File: src/logic/i2c_ctrl_defs.svh
// constants of the i2c bus mode controller: offsets, field positions, counts
`ifndef I2C_CTRL_DEFS_SVH
`define I2C_CTRL_DEFS_SVH

// ====================================================================
// register indices, byte address is four times the index
`define IDX_CONTROL_ONE 2'h0
`define IDX_DATA_BUFFER 2'h1
`define IDX_OWN_ADDRESS 2'h2
`define IDX_CONTROL_TWO 2'h3
`define HSIZE_WORD 3'h2

// ====================================================================
// control_two / status_reg field positions
`define CR2_MST 7
`define CR2_TRX 6
`define CR2_BB 5
`define CR2_PIN 4
`define CR2_SBIM_HI 3
`define CR2_SBIM_LO 2
// control_one field positions
`define CR1_BC_HI 7
`define CR1_BC_LO 5
`define CR1_ACK 4
`define CR1_SCK_HI 2
`define CR1_SCK_LO 0

// ====================================================================
// encodings and counts
`define MODE_I2C 2'h2
`define CMD_START 4'hf
`define CMD_STOP 4'hd
`define BC_EIGHT 3'h0
`define BITS_EIGHT 4'h8
`define ADDR_LAST_BIT 4'h7
`define GEN_CALL 8'h00
`define RST_PIN 1'b1
`define CNT_W 12
`define SCL_BASE_CYC 12'h004

`endif

File: src/logic/i2c_ctrl_pkg.sv
// types of the i2c bus mode controller
`default_nettype none
`include "i2c_ctrl_defs.svh"
package i2c_ctrl_pkg;

  // master clock generator states
  typedef enum logic [2:0] {
    M_IDLE, M_START, M_LOW, M_WAITH, M_HIGH, M_STOP1, M_STOP2, M_STOP3
  } mstate_t;

  // one open-drain pin as driven by the block
  typedef struct packed {
    logic o;
    logic oe;
  } od_pin_t;

  // whole state of the controller
  typedef struct packed {
    logic scl_s1;
    logic scl_s2;
    logic scl_d;
    logic sda_s1;
    logic sda_s2;
    logic sda_d;
    logic [2:0] bc;
    logic ack;
    logic [2:0] sck;
    logic master_select;
    logic transmit_select;
    logic bb;
    logic pin;
    logic al;
    logic address_matched_flag;
    logic ad0;
    logic lrb;
    logic [1:0] sbim;
    logic [6:0] sa;
    logic address_match_disable;
    logic [7:0] tx;
    logic [7:0] rx;
    logic [3:0] bitpos;
    logic seen_rise;
    logic first;
    logic addressed;
    logic addr_ack;
    logic hold;
    logic [`CNT_W-1:0] hcnt;
    logic [`CNT_W-1:0] cnt;
    mstate_t mst_st;
    logic start_pend;
    logic stop_pend;
    logic scl_oe;
    logic sda_oe;
    logic irq;
    logic ap_wr;
    logic [1:0] ap_idx;
    logic [7:0] hrdata;
  } state_t;

endpackage

`default_nettype wire

File: src/logic/i2c_bus_mode_controller.sv
// i2c bus mode controller: ahb-lite registers, clock generation, arbitration, addressing
//
// The implementer's own choices: register access over AHB-Lite and the address map.
`include "i2c_ctrl_defs.svh"
`timescale 1ns/1ps
`default_nettype none

module i2c_bus_mode_controller (
  // system
  input wire logic hclk,
  input wire logic hresetn,
  input wire logic ce,
  // ahb-lite slave
  input wire logic hsel,
  input wire logic [31:0] haddr,
  input wire logic [1:0] htrans,
  input wire logic hwrite,
  input wire logic [2:0] hsize,
  input wire logic hready,
  input wire logic [31:0] hwdata,
  output logic [31:0] hrdata,
  output logic hreadyout,
  output logic hresp,
  // i2c lines
  input wire logic clock_line_pin_i,
  input wire logic data_line_pin_i,
  output var i2c_ctrl_pkg::od_pin_t clock_line_pin,
  output var i2c_ctrl_pkg::od_pin_t data_line_pin,
  // word event
  output logic serial_bus_irq
);

  // ==================================================================
  // decoding helpers

  // bits per word from the count field, zero meaning eight
  function automatic logic [3:0] word_bits(input logic [2:0] bc);
    word_bits = (bc == `BC_EIGHT) ? `BITS_EIGHT : {1'b0, bc};
  endfunction

  // half scl period in system clocks, doubling per rate step
  function automatic logic [`CNT_W-1:0] half_cycles(input logic [2:0] sck);
    half_cycles = `SCL_BASE_CYC << sck;
  endfunction

  // ==================================================================
  // state and combinational terms

  i2c_ctrl_pkg::state_t q;
  i2c_ctrl_pkg::state_t n;
  logic en;
  logic rise;
  logic fall;
  logic start_det;
  logic stop_det;
  logic taken;
  logic in_data;
  logic in_ack;
  logic engaged;
  logic word_done;
  logic addr_fall;
  logic own_match;
  logic cnt_done;
  logic hcnt_done;
  logic sda_low;
  logic [3:0] nb;
  logic [3:0] tot;
  logic [3:0] cmd;
  logic [`CNT_W-1:0] half;

  // next state of the whole block; software effects first, line events
  // afterwards so that a hardware event in the same cycle wins
  always_comb begin
    n = q;
    en = q.sbim == `MODE_I2C;
    // two-stage synchronisers plus a delay stage for edges; the first stage is never looked at
    n.scl_s1 = clock_line_pin_i;
    n.scl_s2 = q.scl_s1;
    n.scl_d = q.scl_s2;
    n.sda_s1 = data_line_pin_i;
    n.sda_s2 = q.sda_s1;
    n.sda_d = q.sda_s2;
    rise = en & q.scl_s2 & ~q.scl_d;
    fall = en & ~q.scl_s2 & q.scl_d;
    start_det = en & q.scl_s2 & q.scl_d & q.sda_d & ~q.sda_s2;
    stop_det = en & q.scl_s2 & q.scl_d & ~q.sda_d & q.sda_s2;
    nb = word_bits(q.bc);
    tot = nb + {3'h0, q.ack};
    in_data = q.bitpos < nb;
    in_ack = ~in_data;
    engaged = q.master_select | q.addressed | q.address_match_disable;
    word_done = fall & q.seen_rise & (q.bitpos == tot - 4'h1);
    addr_fall = fall & q.seen_rise & q.first & ~q.master_select & ~q.address_match_disable & (q.bitpos == `ADDR_LAST_BIT);
    own_match = (q.rx[7:1] == q.sa) | (q.rx == `GEN_CALL);
    half = half_cycles(q.sck);
    cnt_done = q.cnt >= half;
    hcnt_done = q.hcnt >= half;
    taken = hsel & hready & htrans[1] & (hsize == `HSIZE_WORD);
    cmd = hwdata[`CR2_MST:`CR2_PIN];
    n.irq = 1'b0;

    // ---------------- bus address phase: reads answer from here
    n.ap_wr = taken & hwrite;
    n.ap_idx = haddr[3:2];
    if (taken & ~hwrite) begin
      unique case (haddr[3:2])
        `IDX_CONTROL_ONE: n.hrdata = {q.bc, q.ack, 1'b0, q.sck};
        `IDX_DATA_BUFFER: begin
          n.hrdata = q.rx;
          n.pin = 1'b1;
          n.al = 1'b0;
          n.address_matched_flag = 1'b0;
        end
        `IDX_OWN_ADDRESS: n.hrdata = {q.sa, q.address_match_disable};
        `IDX_CONTROL_TWO: n.hrdata = {q.master_select, q.transmit_select, q.bb, q.pin, q.al, q.address_matched_flag, q.ad0, q.lrb};
      endcase
    end

    // ---------------- bus data phase: writes land here
    if (q.ap_wr) begin
      unique case (q.ap_idx)
        `IDX_CONTROL_ONE: begin
          n.bc = hwdata[`CR1_BC_HI:`CR1_BC_LO];
          n.ack = hwdata[`CR1_ACK];
          n.sck = hwdata[`CR1_SCK_HI:`CR1_SCK_LO];
        end
        `IDX_DATA_BUFFER: begin
          n.tx = hwdata[7:0];
          n.pin = 1'b1;
          n.al = 1'b0;
          n.address_matched_flag = 1'b0;
        end
        `IDX_OWN_ADDRESS: begin
          n.sa = hwdata[7:1];
          n.address_match_disable = hwdata[0];
        end
        `IDX_CONTROL_TWO: begin
          // write side of the shared address; busy itself tracks the line
          n.master_select = hwdata[`CR2_MST];
          n.transmit_select = hwdata[`CR2_TRX];
          n.sbim = hwdata[`CR2_SBIM_HI:`CR2_SBIM_LO];
          n.al = 1'b0;
          if (hwdata[`CR2_PIN]) begin
            n.pin = 1'b1;
          end
          if ((cmd == `CMD_START) && !q.bb) begin
            n.start_pend = 1'b1;
          end
          if ((cmd == `CMD_STOP) && q.bb) begin
            n.stop_pend = 1'b1;
          end
        end
      endcase
    end

    // ---------------- slave clock stretch: one low period after release
    if (q.hold) begin
      if (!q.pin) begin
        n.hcnt = '0;
      end else if (hcnt_done) begin
        n.hcnt = '0;
        n.hold = 1'b0;
      end else begin
        n.hcnt = q.hcnt + 1'b1;
      end
    end

    // ---------------- scl rising edge: sample, arbitrate
    if (rise) begin
      n.seen_rise = 1'b1;
      n.lrb = q.sda_s2;
      if (in_data) begin
        n.rx = {q.rx[6:0], q.sda_s2};
      end
      // only data bits we send count; the ack slot is the far side's
      if (q.master_select & q.transmit_select & in_data & (q.sda_s2 != ~q.sda_oe)) begin
        n.al = 1'b1;
        n.master_select = 1'b0;
        n.transmit_select = 1'b0;
      end
    end

    // ---------------- scl falling edge: advance the bit position
    if (fall & q.seen_rise) begin
      n.seen_rise = 1'b0;
      n.bitpos = q.bitpos + 4'h1;
      if (in_data) begin
        n.tx = {q.tx[6:0], 1'b0};
      end
    end

    // slave address byte complete: decide before the ack clock
    if (addr_fall & own_match) begin
      n.addressed = 1'b1;
      n.address_matched_flag = 1'b1;
      n.ad0 = q.rx == `GEN_CALL;
      n.transmit_select = q.rx[0];
      n.addr_ack = 1'b1;
      n.pin = 1'b0;
    end

    // word complete, ack slot included when enabled
    if (word_done) begin
      n.bitpos = 4'h0;
      n.first = 1'b0;
      n.addr_ack = 1'b0;
      if (engaged) begin
        n.pin = 1'b0;
        n.irq = 1'b1;
        n.hold = ~q.master_select;
        n.hcnt = '0;
      end
      if (q.master_select & q.first & ~q.lrb) begin
        n.transmit_select = ~q.rx[0];
      end
      if (~q.master_select & q.address_match_disable & q.first) begin
        n.address_matched_flag = 1'b1;
      end
    end

    // ---------------- start and stop seen on the bus
    if (start_det) begin
      n.bb = 1'b1;
      n.bc = `BC_EIGHT;
      n.bitpos = 4'h0;
      n.seen_rise = 1'b0;
      n.first = 1'b1;
      n.addressed = 1'b0;
      n.ad0 = 1'b0;
      n.hold = 1'b0;
    end
    if (stop_det) begin
      n.bb = 1'b0;
      n.master_select = 1'b0;
      n.transmit_select = 1'b0;
      n.addressed = 1'b0;
      n.ad0 = 1'b0;
      n.hold = 1'b0;
      n.first = 1'b0;
      n.stop_pend = 1'b0;
    end

    // ---------------- master clock generator
    n.cnt = q.cnt + 1'b1;
    unique case (q.mst_st)
      i2c_ctrl_pkg::M_IDLE: begin
        n.cnt = '0;
        if (q.start_pend & ~q.bb & en) begin
          n.mst_st = i2c_ctrl_pkg::M_START;
          n.start_pend = 1'b0;
        end
      end
      i2c_ctrl_pkg::M_START: begin
        if (cnt_done) begin
          n.cnt = '0;
          n.mst_st = i2c_ctrl_pkg::M_LOW;
        end
      end
      i2c_ctrl_pkg::M_LOW: begin
        // pending low freezes the low count, so scl stays down
        if (!q.pin) begin
          n.cnt = '0;
        end else if (cnt_done) begin
          n.cnt = '0;
          n.mst_st = q.stop_pend ? i2c_ctrl_pkg::M_STOP1 : i2c_ctrl_pkg::M_WAITH;
        end
      end
      i2c_ctrl_pkg::M_WAITH: begin
        n.cnt = '0;
        if (q.scl_s2) begin
          n.mst_st = i2c_ctrl_pkg::M_HIGH;
        end
      end
      i2c_ctrl_pkg::M_HIGH: begin
        if (!q.scl_s2) begin
          n.cnt = '0;
          n.mst_st = i2c_ctrl_pkg::M_LOW;
        end else if (cnt_done) begin
          n.cnt = '0;
          n.mst_st = i2c_ctrl_pkg::M_LOW;
        end
      end
      i2c_ctrl_pkg::M_STOP1: begin
        if (cnt_done) begin
          n.cnt = '0;
          n.mst_st = i2c_ctrl_pkg::M_STOP2;
        end
      end
      i2c_ctrl_pkg::M_STOP2: begin
        if (!q.scl_s2) begin
          n.cnt = '0;
        end else if (cnt_done) begin
          n.cnt = '0;
          n.mst_st = i2c_ctrl_pkg::M_STOP3;
        end
      end
      i2c_ctrl_pkg::M_STOP3: n.cnt = '0;
    endcase
    // losing master role stops all clock output at once
    if (!n.master_select | !en) begin
      n.mst_st = i2c_ctrl_pkg::M_IDLE;
      n.start_pend = 1'b0;
      n.stop_pend = 1'b0;
    end

    // ---------------- pin drive, registered to keep the pins glitch free
    sda_low = 1'b0;
    if (q.mst_st inside {i2c_ctrl_pkg::M_START, i2c_ctrl_pkg::M_STOP1, i2c_ctrl_pkg::M_STOP2}) begin
      sda_low = 1'b1;
    end else if (q.mst_st == i2c_ctrl_pkg::M_STOP3) begin
      // scl is high here: letting sda rise is the stop itself
      sda_low = 1'b0;
    end else if (engaged & q.bb) begin
      if (in_data) begin
        sda_low = q.transmit_select & ~q.tx[7];
      end else begin
        sda_low = q.addr_ack | ~q.transmit_select;
      end
    end
    n.sda_oe = en & sda_low;
    n.scl_oe = en & ((q.mst_st inside {i2c_ctrl_pkg::M_LOW, i2c_ctrl_pkg::M_STOP1}) | q.hold);
  end

  // ==================================================================
  // state register; ce low freezes everything, synchronisers too
  always_ff @(posedge hclk or negedge hresetn) begin
    if (!hresetn) begin
      q <= '0;
      q.pin <= `RST_PIN;
      q.scl_s1 <= 1'b1;
      q.scl_s2 <= 1'b1;
      q.scl_d <= 1'b1;
      q.sda_s1 <= 1'b1;
      q.sda_s2 <= 1'b1;
      q.sda_d <= 1'b1;
    end else if (ce) begin
      q <= n;
    end
  end

  // ==================================================================
  // outputs; zero wait states, so hready never stretches
  assign hrdata = {24'h000000, q.hrdata};
  assign hreadyout = 1'b1;
  assign hresp = 1'b0;
  assign clock_line_pin = '{o: 1'b0, oe: q.scl_oe};
  assign data_line_pin = '{o: 1'b0, oe: q.sda_oe};
  assign serial_bus_irq = q.irq;
endmodule // i2c_bus_mode_controller

`default_nettype wire

File: config.mk
export PLATFORM = sky130hd
export DESIGN_NAME = i2c_bus_mode_controller
export DESIGN_NICKNAME = d
export VERILOG_FILES = /design/src/logic/i2c_ctrl_pkg.sv /design/src/logic/i2c_bus_mode_controller.sv
export VERILOG_INCLUDE_DIRS = /design/src /design/src/logic
export SDC_FILE = /design/constraint.sdc
export NUM_CORES = 1
export LEC_CHECK = 0
export BUFFER_PORTS_ARGS = -buffer_cell sky130_fd_sc_hd__buf_4
export CORE_ASPECT_RATIO = 0.8
export CORE_MARGIN = 4
export CORE_UTILIZATION = 51
export CTS_CLUSTER_DIAMETER = 40
export DETAILED_ROUTE_END_ITERATION = 8
export PLACE_DENSITY = 0.81
export SYNTH_ARGS = -nofsm -noshare
export SYNTH_HDL_FRONTEND = slang
export SYNTH_SLANG_ARGS = --single-unit
File: constraint.sdc
create_clock -name hclk -period 2.6 [get_ports hclk]
set_input_delay 0.26 -clock hclk [delete_from_list [all_inputs] [get_ports hclk]]
set_output_delay 0.26 -clock hclk [all_outputs]
set_load 0.02 [all_outputs]
; After elaboration in Yosys (flattened, before gate mapping)
; Index checks and enable logic that the tools add are counted.
[op_classes]
add_sub_neg = 5
magnitude_cmp = 3
n_eq_ne = 28
shift = 1
mux = 76
n_bitwise = 53
reduce_logical = 40
[op_table]
columns = operator, n
row1 = 15-bit 2-to-1 mux, 5
row2 = 12-bit one-hot mux with 6 select lines, 1
row3 = 12-bit 2-to-1 mux, 4
row4 = 1-bit AND, 34
row5 = 8-bit 2-to-1 mux, 4
row6 = 8-bit one-hot mux with 4 select lines, 1
row7 = 1-bit 2-to-1 mux, 31
row8 = 3-bit 2-to-1 mux, 9
row9 = 13-bit 2-to-1 mux, 2
row10 = 12-bit by 1-bit adder with 12-bit output (second input constant), 2
row11 = 12-bit >= comparator, 2
row12 = 3-bit nonzero test, 8
row13 = 3-bit inequality test (second input constant), 7
row14 = 3-bit one-hot mux with 7 select lines, 1
row15 = 2-bit 2-to-1 mux, 8
row16 = 2-bit AND reduction, 8
row17 = 3-bit AND reduction, 5
row18 = 14-bit 2-to-1 mux, 1
row19 = 7-bit 2-to-1 mux, 2
row20 = 1-bit NOT, 13
row21 = 3-bit == test (second input constant), 4
row22 = 4-bit 2-to-1 mux, 3
row23 = 3-bit by 3-bit left shift with 12-bit output (first input constant), 1
row24 = 2-bit == test (second input constant), 5
row25 = other kinds (26), 45
[word_totals]
ff_bits = 99
in_bits = 77

; Logic depth before layout (Yosys ltp)
[depth]
word_depth = 17
mapped_depth = 11

; Least setup slack after synthesis
; No wires, ideal clock.
[synth_path]
kind = reg2reg
startpoint = register q[86] (netlist name)
endpoint = register q[21] (netlist name)
arrival_time_ns = 2.673
path_slack_ns = -0.137
stages_incl_launch_ff = 11
cell_sequence = dfrtp_1 > clkbuf_1 > or3b_2 > ha_1 > o21a_1 > o211ai_1 > a41oi_2 > or3_1 > buf_2 > nor3b_1 > a21o_1
[synth_via]
elab_chain_cells = 5
word_cells_on_any_way = 10
[synth_rtl]
columns = element, line_no
row1 = from (decl), i2c_bus_mode_controller.sv:49  ; i2c_ctrl_pkg::state_t q;
row2 = from (signal assigned), i2c_bus_mode_controller.sv:337  ; q <= n;
row3 = 3-bit by 3-bit left shift with 12-bit output (no source line) *, n/a
row4 = 12-bit >= comparator *, i2c_bus_mode_controller.sv:96  ; cnt_done = q.cnt >= half;
row5 = 15-bit 2-to-1 mux (on tied branches), n/a
row6 = 12-bit 2-to-1 mux (tied with other cells), i2c_bus_mode_controller.sv:290  ; if (!q.scl_s2) begin
row7 = 12-bit one-hot mux with 6 select lines *, i2c_bus_mode_controller.sv:245  ; unique case (q.mst_st)
; Mark *: on every way between the ends. The rest lies on a longest branch, timed or not. The select of a mux whose other input is x is not followed.
; A chain may end at the register's enable or synchronous reset.

; Worst setup path after layout
[layout_path]
startpoint = register q[88] (netlist name)
endpoint = register q[27] (netlist name)
; The elaborated chain is that of the path after synthesis.

==> key figures <==
Outcome
  • Outcome: complete, but fails checks
  • Failing checks: setup timing

Power and ir drop
  • Internal power: 2.807 mW
  • Switching Fraction: 30.14%
  • Net Switching: about 1.2 mW
  • Leakage Power: 3.249 nW
  • Sequential Power Share: 45.0%
  • Clk pwr share: approximately 33%
  • PD cells: 574.3 nW/µm²
  • Combinational power share: 21.6%
  • Max VDD drop: 0.3792 mV
  • Total Power: roughly 4 mW

Clocking
  • Worst-path clk slew: approximately 0.070 ns
  • Clock latency on the worst-skew pair: 0.35 ns
  • CTS Buf Count: 9
  • Root Buffer: clkbuf_16
  • Clock Path Buffers: 2
  • # H-tree levels: 3
  • CTS tree: done
  • Clock Sinks: 99

Yosys
  • Top cells by count, synth: dfrtp_1 (92), nand2_1 (40), buf_4 (39), mux2_2 (38)
  • Top cells by area, synth: dfrtp_1 (38%), mux2_2 (7.0%), ha_1 (5.3%)
  • Post-synth top area cell: dfrtp_1
  • Sequential element share of the synthesized area: 40.71%
  • FF+latch count, synth: 99
  • Synth warnings: 0
  • Yosys cell types: between 70 and 80
  • Most used DFF post-synth: dfrtp_1
  • Most common cell in the synthesized netlist: dfrtp_1
  • EDFF count, synth: 0
  • Post-Syn Area: 6107 µm²
  • Post-synthesis area per instance: roughly 10 µm²
  • Top-area cell type share of the netlist area: 37.70%
  • FFs w/ async S/R, synth: between 90% and 100%
  • Synth Instances: 601

Die
  • Die Wd: 130.3 µm
  • I/O pin cnt: 116
  • Die Footprint: 13,800 µm²
  • Initial Util: 52.63%
  • Core area: 11,600 µm²
  • Cell Rows: 35
  • Die Ht: approximately 110 µm

Finish
  • Share of cells above drive strength 1: 27.77%
  • Post-Layout Cell Count: 789
  • FILL cells: about 920
  • Fin nets: approximately 740
  • Ant diodes: 0
  • Area grow syn2layout: 14.57%

Global routing
  • Grt ovf: 0
  • Antenna violations before repair: 0
  • Vias in the first global route: 4,710
  • Pin count of the biggest net entering global routing: between 50 and 60
  • First-pass GRT wire length: 23,840 µm
  • GRT Total Usage: 21.60%

Setup path
  • CP arrival: 3.03 ns
  • Most frequent CP cell: or3_4
  • Worst path cell trace: or3_4 -> ha_4 -> o21a_1 -> o211ai_1 -> a41oi_2 -> or3_4 -> or2_4 -> mux2i_1
  • CP required: between 2 and 3 ns
  • Critical Path Fanout Max: 5
  • Slowest CP cell: or3_4
  • Worst Setup End Kind: flip-flop
  • CP Launch Type: flip-flop
  • Reg2reg setup slack: -0.16 ns
  • Critical Path Max Stage Delay: 0.49 ns
  • Setup CP Type: flip-flop to flip-flop

Drt
  • DR WL/cell: 18.98 µm
  • Final wirelength: 14,980 µm
  • Drt first pass iters: 7
  • DRC: 0
  • Via count: ~4,800
  • Antenna Nets Post-Route: 0
  • Number of vias per cell: 6.049
  • Initial DRC count: 377

Timing
  • Slew HR: 46.65%
  • Slew Viols, Final: 0
  • Final setup violation count: 12
  • Setup_tns: -1.477 ns
  • Unrepaired setup endpoints after global routing: yes
  • Final worst slack: -0.1648 ns
  • Hold Violations, Final: 0
  • Fmax achieved: around 0.36 GHz
  • Worst slew pin tran: 0.7942 ns
  • Fin crit share: 106.3%
  • Hold_ws: 0.1451 ns
  • Fin crit period: 2.765 ns
  • Clk_skew: 0.009652 ns

Hold path
  • Hold WC Path Type: input pin to flip-flop

Placed design
  • Post-DP HPWL: 10,450 µm
  • Cells after DPL: 762
  • Final GP Congestion: 0.8965
  • I/O Buffers: 32

Run
  • Max_cap viols: 0
## worst paths after layout
check / start / endpoint / depth (start not counted)
setup / recovery: q[88] / q[27] / 8
hold / removal: clock_line_pin_i / n[97] / 2
setup reg to reg: q[88] / q[27] / 8
hold reg to reg: q[80] / q[80] / 2
max in group asynchronous: hresetn / q[82] / 3
min in group asynchronous: hresetn / q[18] / 2
## kinds of logic after synthesis
group,count (synthesis),share of synthesized area (%)
other,2,0.1230
xor gates and xnor gates,14,2.008
adders and majority gates,26,5.327
and+or+nand+nor,187,17.15
muxes,49,10.24
AOI/OAI and AO/OA,140,16.60
DFF,99,40.71
buffers and inverters,84,7.847
## layout by cell type, fill, tap and decap left out, drive strengths merged, types with 7 or more instances in the layout
master | Yosys | routed
inv | 19 | 20
nand3b | 7 | 7
mux4 | 7 | 7
a21o | 15 | 15
or3 | 6 | 7
nand2b | 7 | 7
nor2 | 32 | 32
a21oi | 20 | 20
dfstp | 7 | 7
conb | 2 | 28
mux2 | 38 | 38
nand3 | 17 | 17
ha | 26 | 26
a22o | 17 | 17
dfrtp | 92 | 92
clkbuf | 20 | 9
nor3 | 15 | 15
and3 | 9 | 9
buf | 45 | 61
nor3b | 9 | 9
o21ai | 33 | 33
xnor2 | 9 | 9
nor2b | 9 | 9
nand2 | 40 | 40
## power groups by stage
stage	clock, mW	combinational (mW)	sequential (mW)
final	1.34	0.867	1.81
after global routing	1.43	0.939	1.82
after CTS	1.36	0.801	1.80
after detailed placement	0	0.771	1.83
after global placement	0	0.732	1.82
after floorplan	0	0.595	1.77
## layout make-up
| class | count | area [µm²] | area share, % |
|---|---|---|---|
| multi-input combinational | 445 | 3443 | 49.21 |
| sequential | 99 | 2487 | 35.55 |
| timing repair buffer | 62 | 516.7 | 7.386 |
| clock buffer | 9 | 225.2 | 3.219 |
| tap | 148 | 185.2 | 2.647 |
| inverter | 19 | 71.32 | 1.019 |
| clock inverter | 7 | 67.56 | 0.9657 |
## registers in the layout, summed over array words and instances (netlist names)
register and flops:
hrdata 8, clock_line_pin 1, n 4, q 84
data_line_pin 1, serial_bus_irq 1
## metrics by stage
step	instance area, µm²	setup WS [ns]	utilization, %
floorplan	6275	-0.02746	-
global placement	6469	-0.01744	55.74
detailed placement	6469	-0.1268	55.74
CTS	6868	-0.05468	59.18
global route	6997	-0.2496	60.29
finish	6997	-0.1648	60.29
## worst max-delay path, delay by kind of cell, from the launching register on
kind                       cells  cell delay, ns
adders and majority gates      1            0.24
muxes                          1            0.15
and+or+nand+nor                3            1.17
DFF                            1            0.43
AOI/OAI and AO/OA              3            0.69
## layer usage
| metal | share of wire [%] | routed length, µm | global-route usage, % |
|---|---|---|---|
| met1 | 44 | 6585 | 31.97 |
| met2 | 48 | 7214 | 33.57 |
| met3 | 6.5 | 976 | 3.293 |
| met4 | 1.4 | 204 | 4.772 |
| met5 | 0 | 0 | 0 |
## what timing repair did
action / in CTS / in global routing
pin swaps: 12 / 17
buffers inserted: 6 / 3
endpoints found under the setup margin: 22 / 29
gates cloned: 1 / 0
hold buffers: 1 / 0
hold endpoints to repair: 38 / 0
gates resized for setup: 9 / 21
(Power assumes the default switching activity.)
